`src/design/sdadc_cfg.svh`:
```
// Constants for the delta-sigma converter sequencer: register map,
// field positions, reset values and timing counts.
// Assumes inclusion by bare name from the design file and both bench files.
`ifndef SDADC_CFG_SVH
`define SDADC_CFG_SVH

// ************************************************************
// Register offsets (byte addresses on APB).
// ************************************************************
`define SDADC_OFS_CTRL 12'h000
`define SDADC_OFS_STAT 12'h004
`define SDADC_OFS_RES 12'h008
`define SDADC_OFS_DIV 12'h00C
`define SDADC_OFS_MUX 12'h010

// ************************************************************
// Control field positions.
// ************************************************************
`define SDADC_CTRL_START 0
`define SDADC_CTRL_MODE_LO 1
`define SDADC_CTRL_MODE_HI 2
`define SDADC_CTRL_RES_LO 3
`define SDADC_CTRL_RES_HI 4
`define SDADC_CTRL_STOP 5

// ************************************************************
// Status field positions.
// ************************************************************
`define SDADC_STAT_DONE 0
`define SDADC_STAT_BUSY 1
`define SDADC_STAT_VALID 2
`define SDADC_STAT_OVF 3

// ************************************************************
// Reset values and counts.
// ************************************************************
`define SDADC_DIV_RST 16'h0040
`define SDADC_PRIME_CNT 3'h3
`define SDADC_TAPS 4
`define SDADC_TURBO_FACTOR 2'h3
`define SDADC_ERR_WORD 32'h0000_0000

`endif

```
`src/design/sdadc_pkg.sv`:
```
// Types shared by the sequencer: modes, resolutions and states.
// Assumes the constants header is compiled alongside.
package sdadc_pkg;

    // Operating modes as written to the mode field.
    typedef enum logic [1:0] {
        SDADC_SINGLE = 2'h0,
        SDADC_MULTI = 2'h1,
        SDADC_CONT = 2'h2,
        SDADC_TURBO = 2'h3
    } sdadc_mode_t;

    // Result resolution choices.
    typedef enum logic [1:0] {
        SDADC_R20 = 2'h0,
        SDADC_R16 = 2'h1,
        SDADC_R12 = 2'h2,
        SDADC_R8 = 2'h3
    } sdadc_res_t;

    // Sequencer states, one-hot.
    typedef enum logic [3:0] {
        SDADC_STANDBY = 4'h1,
        SDADC_CONVERT = 4'h2,
        SDADC_WAITRD = 4'h4,
        SDADC_RUN = 4'h8
    } sdadc_state_t;

endpackage

```
`src/design/sdadc_seq.sv`:
```
// Delta-sigma converter sequencer: APB registers, start logic,
// four-tap decimator, result FIFO and the conversion done output.
// Assumes the modulator bit and trigger arrive from outside the clock
// domain and that the APB master follows the usual two-phase protocol.
//
// Function
// - Decimator output depends on last four samples.
// - Data invalid until fourth sample after mux change.
// - Four modes: single, multi, continuous, turbo.
// - Start by start bit or trigger input.
// - On completion set status bit, raise done.
// - Done stays high until result read.
// - Single mode idles in standby awaiting trigger.
// - Each single trigger runs four conversions.
// - First three conversions only prime, unreported.
// - Result valid after fourth, done raised then.
// - After read, return to standby until trigger.
// - Resolution traded against output rate in turbo mode only.
// - Serial bit stream converted to parallel words.
// - Mux selects at most one input at once.
// - Continuous first result on the fourth conversion.
`timescale 1ns/100ps
`include "sdadc_cfg.svh"
module sdadc_seq #(
    parameter int FIFO_DEPTH = 16,
    parameter int MUX_INPUTS = 8
) (
    input wire logic ref_clk,
    input wire logic rst,
    input wire logic ce,
    input wire logic psel,
    input wire logic penable,
    input wire logic pwrite,
    input wire logic [11:0] paddr,
    input wire logic [31:0] pwdata,
    output logic [31:0] prdata,
    output logic pready,
    output logic pslverr,
    input wire logic mod_bit,
    input wire logic conv_trig,
    output logic conv_done,
    output logic [MUX_INPUTS-1:0] mux_sel_onehot,
    output logic [3:0] shared_analog_bus_sw
);
    localparam int MW = $clog2(MUX_INPUTS);

    // ************************************************************
    // Input synchronisers.
    // ************************************************************
    logic [1:0] bit_sync_q;
    logic [1:0] trig_sync_q;
    logic trig_prev_q;

    // Two stages each; only the second stage is read by logic.
    always_ff @(posedge ref_clk or posedge rst) begin
        if (rst) begin
            bit_sync_q <= 2'h0;
            trig_sync_q <= 2'h0;
            trig_prev_q <= 1'b0;
        end else if (ce) begin
            bit_sync_q <= {bit_sync_q[0], mod_bit};
            trig_sync_q <= {trig_sync_q[0], conv_trig};
            trig_prev_q <= trig_sync_q[1];
        end
    end
    wire trig_rise = trig_sync_q[1] && !trig_prev_q;

    // ************************************************************
    // Register file.
    // ************************************************************
    logic [5:0] ctrl_q;
    logic [15:0] div_q;
    logic [MW-1:0] mux_q;
    logic [3:0] sw_q;
    logic ovf_q;
    sdadc_pkg::sdadc_state_t st_q;
    sdadc_pkg::sdadc_state_t st_d;

    // Address decode as named wires.
    wire acc = psel && penable;
    wire wr = acc && pwrite;
    wire rd = acc && !pwrite;
    wire hit_ctrl = (paddr == `SDADC_OFS_CTRL);
    wire hit_stat = (paddr == `SDADC_OFS_STAT);
    wire hit_res = (paddr == `SDADC_OFS_RES);
    wire hit_div = (paddr == `SDADC_OFS_DIV);
    wire hit_mux = (paddr == `SDADC_OFS_MUX);
    wire hit_any = hit_ctrl || hit_stat || hit_res || hit_div || hit_mux;
    wire sdadc_pkg::sdadc_mode_t mode =
        sdadc_pkg::sdadc_mode_t'(
            ctrl_q[`SDADC_CTRL_MODE_HI:`SDADC_CTRL_MODE_LO]);
    wire sdadc_pkg::sdadc_res_t resl =
        sdadc_pkg::sdadc_res_t'(
            ctrl_q[`SDADC_CTRL_RES_HI:`SDADC_CTRL_RES_LO]);
    wire sw_start = wr && hit_ctrl && pwdata[`SDADC_CTRL_START];
    wire sw_stop = wr && hit_ctrl && pwdata[`SDADC_CTRL_STOP];
    wire mux_wr = wr && hit_mux;
    // A start written together with a mode uses the new mode at once.
    wire sdadc_pkg::sdadc_mode_t start_mode = sdadc_pkg::sdadc_mode_t'(
        (wr && hit_ctrl) ? pwdata[`SDADC_CTRL_MODE_HI:`SDADC_CTRL_MODE_LO]
        : ctrl_q[`SDADC_CTRL_MODE_HI:`SDADC_CTRL_MODE_LO]);
    wire busy = (st_q != sdadc_pkg::SDADC_STANDBY);

    // A start bit and a trigger edge collapse into one pulse.
    wire start_pulse = (sw_start || trig_rise) && !busy;

    // Control writes; the start bit is self-clearing and never stored.
    always_ff @(posedge ref_clk or posedge rst) begin
        if (rst) begin
            ctrl_q <= 6'h00;
            div_q <= `SDADC_DIV_RST;
            mux_q <= '0;
            sw_q <= 4'h0;
        end else if (ce) begin
            if (wr && hit_ctrl) begin
                ctrl_q <= {1'b0,
                    pwdata[`SDADC_CTRL_RES_HI:`SDADC_CTRL_MODE_LO], 1'b0};
            end
            if (wr && hit_div) begin
                div_q <= (pwdata[15:0] == 16'h0) ? 16'h0001 : pwdata[15:0];
            end
            if (mux_wr) begin
                mux_q <= pwdata[MW-1:0];
                sw_q <= pwdata[19:16];
            end
        end
    end

    // One-hot decode keeps exactly one mux input on; the switch group
    // may close several at once.
    function automatic logic [MUX_INPUTS-1:0] onehot(input logic [MW-1:0] i);
        onehot = '0;
        onehot[i] = 1'b1;
    endfunction

    // ************************************************************
    // Modulator sample timing.
    // ************************************************************
    logic [15:0] div_cnt_q;
    logic [15:0] acc_cnt_q;
    logic [15:0] integ_q;
    // A divider cut below the running count ends the period at once,
    // rather than after a wrap of the whole counter.
    wire samp_tick = (div_cnt_q >= div_q - 16'h0001);

    // Integrate the serial stream over one sample period.
    always_ff @(posedge ref_clk or posedge rst) begin
        if (rst) begin
            div_cnt_q <= 16'h0;
            acc_cnt_q <= 16'h0;
            integ_q <= 16'h0;
        end else if (ce) begin
            div_cnt_q <= samp_tick ? 16'h0 : div_cnt_q + 16'h0001;
            acc_cnt_q <= samp_tick ? 16'h0 : acc_cnt_q + 16'(bit_sync_q[1]);
            integ_q <= samp_tick ? acc_cnt_q + 16'(bit_sync_q[1]) : integ_q;
        end
    end

    // ************************************************************
    // Four-tap decimator pipeline.
    // ************************************************************
    logic [15:0] tap_q [`SDADC_TAPS];
    logic [2:0] prime_q;
    logic conv_tick;
    logic reprime;
    assign conv_tick = ce && samp_tick && busy
        && (st_q != sdadc_pkg::SDADC_WAITRD);

    // Sum of the four newest integrator words.
    wire [17:0] dec_sum = 18'(tap_q[0]) + 18'(tap_q[1])
        + 18'(tap_q[2]) + 18'(tap_q[3]);

    // Resolution sets how many bits of the sum are reported.
    function automatic logic [31:0] trim(input logic [17:0] s,
                                         input sdadc_pkg::sdadc_res_t r);
        case (r)
            sdadc_pkg::SDADC_R16: trim = {16'h0, s[17:2]};
            sdadc_pkg::SDADC_R12: trim = {20'h0, s[17:6]};
            sdadc_pkg::SDADC_R8: trim = {24'h0, s[17:10]};
            default: trim = {14'h0, s};
        endcase
    endfunction

    // Taps shift per conversion; a mux change or fresh start re-primes.
    always_ff @(posedge ref_clk or posedge rst) begin
        if (rst) begin
            for (int k = 0; k < `SDADC_TAPS; k++) begin
                tap_q[k] <= 16'h0;
            end
            prime_q <= 3'h0;
        end else if (ce) begin
            if (mux_wr || start_pulse) begin
                prime_q <= 3'h0;
            end else if (conv_tick) begin
                tap_q[0] <= integ_q;
                for (int k = 1; k < `SDADC_TAPS; k++) begin
                    tap_q[k] <= tap_q[k-1];
                end
                if (reprime) begin
                    prime_q <= 3'h0;
                end else if (prime_q != `SDADC_PRIME_CNT + 3'h1) begin
                    prime_q <= prime_q + 3'h1;
                end
            end
        end
    end

    // Conversions 1..3 only prime; the fourth reports, and later ones until a re-prime.
    wire primed = (prime_q >= `SDADC_PRIME_CNT);
    wire result_now = conv_tick && primed && !mux_wr;

    // ************************************************************
    // Result FIFO and read side.
    // ************************************************************
    logic fifo_in_ready;
    logic fifo_out_valid;
    logic [31:0] fifo_out_data;
    wire res_read = rd && hit_res && fifo_out_valid;
    localparam int LW = $clog2(FIFO_DEPTH) + 1;
    logic [LW-1:0] fifo_level;
    // Done falls with the pop of the last waiting word or a flush by a new start.
    wire last_pop = res_read && (fifo_level == LW'(1));

    sdadc_fifo #(
        .WIDTH(32),
        .DEPTH(FIFO_DEPTH)
    ) u_fifo (
        .ref_clk(ref_clk),
        .rst(rst),
        .ce(ce),
        .flush(start_pulse), // A stop keeps unread words.
        .in_valid(result_now),
        .in_ready(fifo_in_ready),
        .in_data(trim(dec_sum, resl)),
        .out_valid(fifo_out_valid),
        .out_ready(res_read),
        .out_data(fifo_out_data),
        .level(fifo_level)
    );

    // ************************************************************
    // Sequencer.
    // ************************************************************
    // Single mode: four conversions then wait for the read; the other
    // modes keep converting and never stall; a result that meets a full FIFO is dropped and sets overflow.
    always_comb begin
        st_d = st_q;
        case (st_q)
            sdadc_pkg::SDADC_STANDBY: begin
                if (start_pulse) begin
                    st_d = (start_mode == sdadc_pkg::SDADC_SINGLE)
                        ? sdadc_pkg::SDADC_CONVERT : sdadc_pkg::SDADC_RUN;
                end
            end
            sdadc_pkg::SDADC_CONVERT: begin
                if (result_now) begin
                    st_d = sdadc_pkg::SDADC_WAITRD;
                end
            end
            sdadc_pkg::SDADC_WAITRD: begin
                if (res_read || !fifo_out_valid) begin
                    st_d = sdadc_pkg::SDADC_STANDBY;
                end
            end
            sdadc_pkg::SDADC_RUN: begin
                if (sw_stop) begin
                    st_d = sdadc_pkg::SDADC_STANDBY;
                end
            end
            default: st_d = sdadc_pkg::SDADC_STANDBY;
        endcase
        if (sw_stop) begin
            st_d = sdadc_pkg::SDADC_STANDBY;
        end
    end

    // Multi mode re-primes after each result; turbo re-primes only at 20 bits.
    assign reprime = result_now && ((mode == sdadc_pkg::SDADC_MULTI)
        || (mode == sdadc_pkg::SDADC_TURBO
            && resl == sdadc_pkg::SDADC_R20));

    // State register and overflow flag; set wins over the clear.
    always_ff @(posedge ref_clk or posedge rst) begin
        if (rst) begin
            st_q <= sdadc_pkg::SDADC_STANDBY;
            ovf_q <= 1'b0;
        end else if (ce) begin
            st_q <= st_d;
            if (result_now && !fifo_in_ready) begin
                ovf_q <= 1'b1;
            end else if (rd && hit_stat) begin
                ovf_q <= 1'b0;
            end
        end
    end

    // ************************************************************
    // Bus answer and outputs.
    // ************************************************************
    wire [31:0] stat_word = {28'h0, ovf_q, primed, busy, fifo_out_valid};
    wire [31:0] rd_word =
        hit_ctrl ? {26'h0, ctrl_q} :
        hit_stat ? stat_word :
        hit_res ? fifo_out_data :
        hit_div ? {16'h0, div_q} :
        hit_mux ? {12'h0, sw_q, 16'(mux_q)} : `SDADC_ERR_WORD;

    // Registered answer: no wait state, pready in the first access
    // cycle; the done output tracks the FIFO holding a result.
    // Reset selects input zero, matching the reset mux register.
    always_ff @(posedge ref_clk or posedge rst) begin
        if (rst) begin
            prdata <= 32'h0;
            pready <= 1'b0;
            pslverr <= 1'b0;
            conv_done <= 1'b0;
            mux_sel_onehot <= MUX_INPUTS'(1);
            shared_analog_bus_sw <= 4'h0;
        end else if (ce) begin
            pready <= psel && !penable;
            pslverr <= psel && !penable && !hit_any;
            prdata <= rd_word;
            conv_done <= result_now || (fifo_out_valid && !last_pop);
            mux_sel_onehot <= onehot(mux_q);
            shared_analog_bus_sw <= sw_q;
        end
    end
endmodule

```
`src/design/sdadc_fifo.sv`:
```
// Synchronous result FIFO with valid/ready on both sides.
// Assumes one clock, an active-high async reset and a clock enable.
`timescale 1ns/100ps
module sdadc_fifo #(
    parameter int WIDTH = 32,
    parameter int DEPTH = 16
) (
    input wire logic ref_clk,
    input wire logic rst,
    input wire logic ce,
    input wire logic flush,
    input wire logic in_valid,
    output logic in_ready,
    input wire logic [WIDTH-1:0] in_data,
    output logic out_valid,
    input wire logic out_ready,
    output logic [WIDTH-1:0] out_data,
    output logic [$clog2(DEPTH):0] level
);
    localparam int AW = $clog2(DEPTH);
    logic [WIDTH-1:0] mem [DEPTH];
    logic [AW-1:0] wp_q;
    logic [AW-1:0] rp_q;
    logic [AW:0] cnt_q;
    wire push = in_valid && in_ready;
    wire pop = out_valid && out_ready;

    // Full and empty come straight from the occupancy count.
    assign in_ready = (cnt_q != AW'(0) + (AW+1)'(DEPTH));
    assign out_valid = (cnt_q != '0);
    assign out_data = mem[rp_q];
    assign level = cnt_q;

    // Storage has no reset; only pointers and count do.
    always_ff @(posedge ref_clk) begin
        if (ce && push) begin
            mem[wp_q] <= in_data;
        end
    end

    // Pointer and count update, cleared by a flush.
    always_ff @(posedge ref_clk or posedge rst) begin
        if (rst) begin
            wp_q <= '0;
            rp_q <= '0;
            cnt_q <= '0;
        end else if (ce) begin
            if (flush) begin
                wp_q <= '0;
                rp_q <= '0;
                cnt_q <= '0;
            end else begin
                wp_q <= push ? wp_q + AW'(1) : wp_q;
                rp_q <= pop ? rp_q + AW'(1) : rp_q;
                cnt_q <= cnt_q + (AW+1)'(push) - (AW+1)'(pop);
            end
        end
    end
endmodule

```
`config.mk`:
```
export PLATFORM = sky130hd
export DESIGN_NAME = sdadc_seq
export DESIGN_NICKNAME = d
export VERILOG_FILES = /design/src/design/sdadc_pkg.sv /design/src/design/sdadc_seq.sv /design/src/design/sdadc_fifo.sv
export VERILOG_INCLUDE_DIRS = /design/src /design/src/design
export SDC_FILE = /design/constraint.sdc
export NUM_CORES = 1
export LEC_CHECK = 0
export CAP_MARGIN = 5
export CORE_ASPECT_RATIO = 1.1
export CORE_MARGIN = 4
export CORE_UTILIZATION = 59
export CTS_CLUSTER_SIZE = 20
export DETAILED_ROUTE_END_ITERATION = 10
export DONT_BUFFER_PORTS = 1
export PLACE_DENSITY = 0.78
export SYNTH_ARGS = -nofsm -noshare
export SYNTH_HDL_FRONTEND = slang
export SYNTH_HIERARCHICAL = 1
export SYNTH_SLANG_ARGS = --single-unit
```
`constraint.sdc`:
```
create_clock -name ref_clk -period 6.9 [get_ports ref_clk]
set_input_delay 1.38 -clock ref_clk [delete_from_list [all_inputs] [get_ports ref_clk]]
set_output_delay 1.38 -clock ref_clk [all_outputs]
set_load 0.03 [all_outputs]
```
==> flow_summary.ini <==
[status]
status = finished clean

[finish]
syn2layout_area_growth_pct = 13.2
design_area_um2 = 35400
layout_commonest_cell = edfxtp_1
antenna_cells = 0
nNetsFinal = 2280
layout-drive-gt1-share_pct = 18.7
final_cell_mix = edfxtp_1 (512), conb_1 (224), dfrtp_1 (207)

[global_route]
grt_antenna_before_repair = 0
first_global_vias = 18700
grtUsageTotal_pct = 25.5
grt_max_degree = 116
grt_pass1_wl_um = 110000
overflow = 0

[placement]
io_buffer_count = 0
dp_hpwl_um = 40500
place_congestion = 0.887
place_area_um2 = 32900

[job]
drv_cap = 0

[setup_path]
path_class = reg2reg
crit_fanout = 16
critPathSlowestCell = or4_4
crit_family = simple AND/OR/NAND/NOR gates
crit_buf_inv = 5
critPathArrivalTime_ns = 6.25
critPathCaptureType = flop
path_common_cell = inv_1
cpPeakStageDelay_ns = 0.57
crit_path_start_kind = flop
critPathRequiredTime_ns = 7.38

[die]
ios = 99
die_width_um = 227
fp-row-count = 88
core_um2 = 52400
die_area_um2 = 56700
start_util_pct = 59.6
die_height_um = 249

[timing]
worst_pin_slew_ns = 1.26
rsz0062_at_grt = false
fin_crit_sh_pct = 83.7
period_needed_ns = 5.77
slew_violations = 0
clock_skew_ns = 0.0355
fmax_mhz = 173
slew_headroom_pct = 15.8
tns_ns = 0
setup_viol = 0
hold_viol = 0

[synth]
synth_cell_types = 84
synth_top_area_cell = edfxtp_1
synth_top_cell_area_share_pct = 49.2
ys_seq_elements = 724
synthTopCellsByArea = edfxtp_1 (49%), dfrtp_1 (17%), mux4_2 (9.4%)
ys_seq_area_share_pct = 66.2
syn_inst = 1887
async_flop_share_pct = 29.3
synth_edf_count = 512
ys_warn_count = 6
syn-cell-area_um2 = 31300
avgSynthCellArea_um2 = 16.6
ys_dominant_reg_cell = edfxtp_1

[drt]
drc = 0
wl_um = 71000
dr.pass1.iters = 5
num_vias = 17800
antenna_left = 0
vias_per_cell = 6.20
first_iter_violations = 1760
wire_per_inst_um = 24.7

[cts]
path_clk_slew_ns = 0.06
ctsResizeCount = 0
clock_path_buffers = 3
cts_inserted_buffers = 74
cts_tree = yes
cts_setup_buffers = 0
clkSinkCount = 724
ctsHoldBuffers = 0
worstSkewPairLatency_ns = 0.63
cts_max_level = 3
cts_root_buffer = clkbuf_16

[power_and_ir_drop]
p_sw_share_pct = 24.6
clkPwrFrac_pct = 39.9
powerDensity_nw_per_um2 = 282
seqPwrFrac_pct = 50.0
switchingPower_w = 0.00245
p_int_w = 0.00754
peakVddDrop_mv = 0.220
p_comb_share_pct = 10.0
p_leak_nw = 13.5

[worst_hold_path]
hold_path.class = reg2reg
-- logic make-up after synthesis --
| family | Yosys count | synth area share, % |
|---|---|---|
| adder cells (fa/ha/maj) | 84 | 4.16 |
| AND/OR/NAND/NOR | 350 | 5.68 |
| multiplexers | 249 | 13.8 |
| XOR/XNOR | 51 | 1.43 |
| flip-flops | 724 | 66.2 |
| buffers and inverters | 140 | 2.09 |
| other | 1 | 0.0120 |
| AO/OA/AOI/OAI | 288 | 6.63 |
-- metal layers --
| metal | GRT usage, % | part of all wire, % | vias up |
|---|---|---|---|
| met5 | 0 | 0 | - |
| met4 | 8.59 | 2.9 | 0 |
| met3 | 4.75 | 8.5 | 163 |
| met2 | 42.5 | 51 | 835 |
| met1 | 34.4 | 38 | 9148 |
| li1 | - | - | 7690 |
-- cell usage after synthesis (all sizes together), types with 6 or more instances --
master     n
a211oi     6
and3      16
clkbuf    43
mux2      98
nand2b     7
inv       51
fa        33
dfrtp    209
edfxtp   512
xnor2     36
nand2     97
and2       6
o22ai      7
a21oi     31
ha        51
a22o      40
o2bb2ai   13
nand4     15
nor3      30
nor2      93
buf       44
nand3     22
nor4      23
nor2b     16
a31oi      6
a21o       6
a22oi     68
mux4     131
o21ai     59
xor2      15
mux2i     20
-- path summary, 6_finish.rpt --
check | endpoint | start | cells after the start | slack (ns)
setup / recovery | u_fifo/level[4] | div_q[3] | 26 | 1.13
hold / removal | integ_q[12] | integ_q[12] | 2 | 0.49
setup reg to reg | u_fifo/level[4] | div_q[3] | 26 | 1.13
hold reg to reg | integ_q[12] | integ_q[12] | 2 | 0.49
max in group asynchronous | div_q[6] | rst | 2 | 5.00
min in group asynchronous | u_fifo/wp_q[3] | rst | 1 | 0.69
-- layout make-up --
class | instances | area [um^2]
flip-flops and latches | 724 | 20700
fillers | 3400 | 17000
multi-input cells | 1246 | 10900
clock buffers | 101 | 2020
well taps | 675 | 845
clock inverters | 34 | 408
repair buffers | 45 | 350
inverters | 53 | 206
-- through the flow --
step	setup slack [ns]	cells	power, W	util, %	hold slack, ns
after global placement	1.52	2741	0.00599	62.9	0.465
after floorplan	0.0993	2110	0.00574	-	0.444
after CTS	1.21	2876	0.0100	67.5	0.489
after global routing	0.596	2878	0.0104	67.5	0.512
after detailed placement	1.29	2741	0.00603	62.9	0.478
final	1.13	2878	0.00999	67.5	0.486
-- power by group through the flow --
stage / clock network, W / registers, W / logic [W]
6_report: 0.00399 / 0.00500 / 0.00100
4_1_cts: 0.00405 / 0.00500 / 0.000984
3_3_place_gp: 0 / 0.00507 / 0.000923
5_1_grt: 0.00428 / 0.00501 / 0.00109
2_1_floorplan: 0 / 0.00504 / 0.000696
3_5_place_dp: 0 / 0.00508 / 0.000956
-- flip-flops by register name (all words and copies together), names as in the netlist, 5 cells and up --
signal and flops:
div_cnt_q 16, integ_q 16, tap_q 64, prdata 32, u_fifo/mem 512, u_fifo/level 5
div_q 16, mux_sel_onehot 8, acc_cnt_q 16
-- tightest hold or removal path, cell delays in order (launching register included) --
cell	delay, ns
dfrtp_1	0.34
nand2_1	0.05
o21ai_0	0.06
No activity file was read; power rests on OpenSTA's default activity.
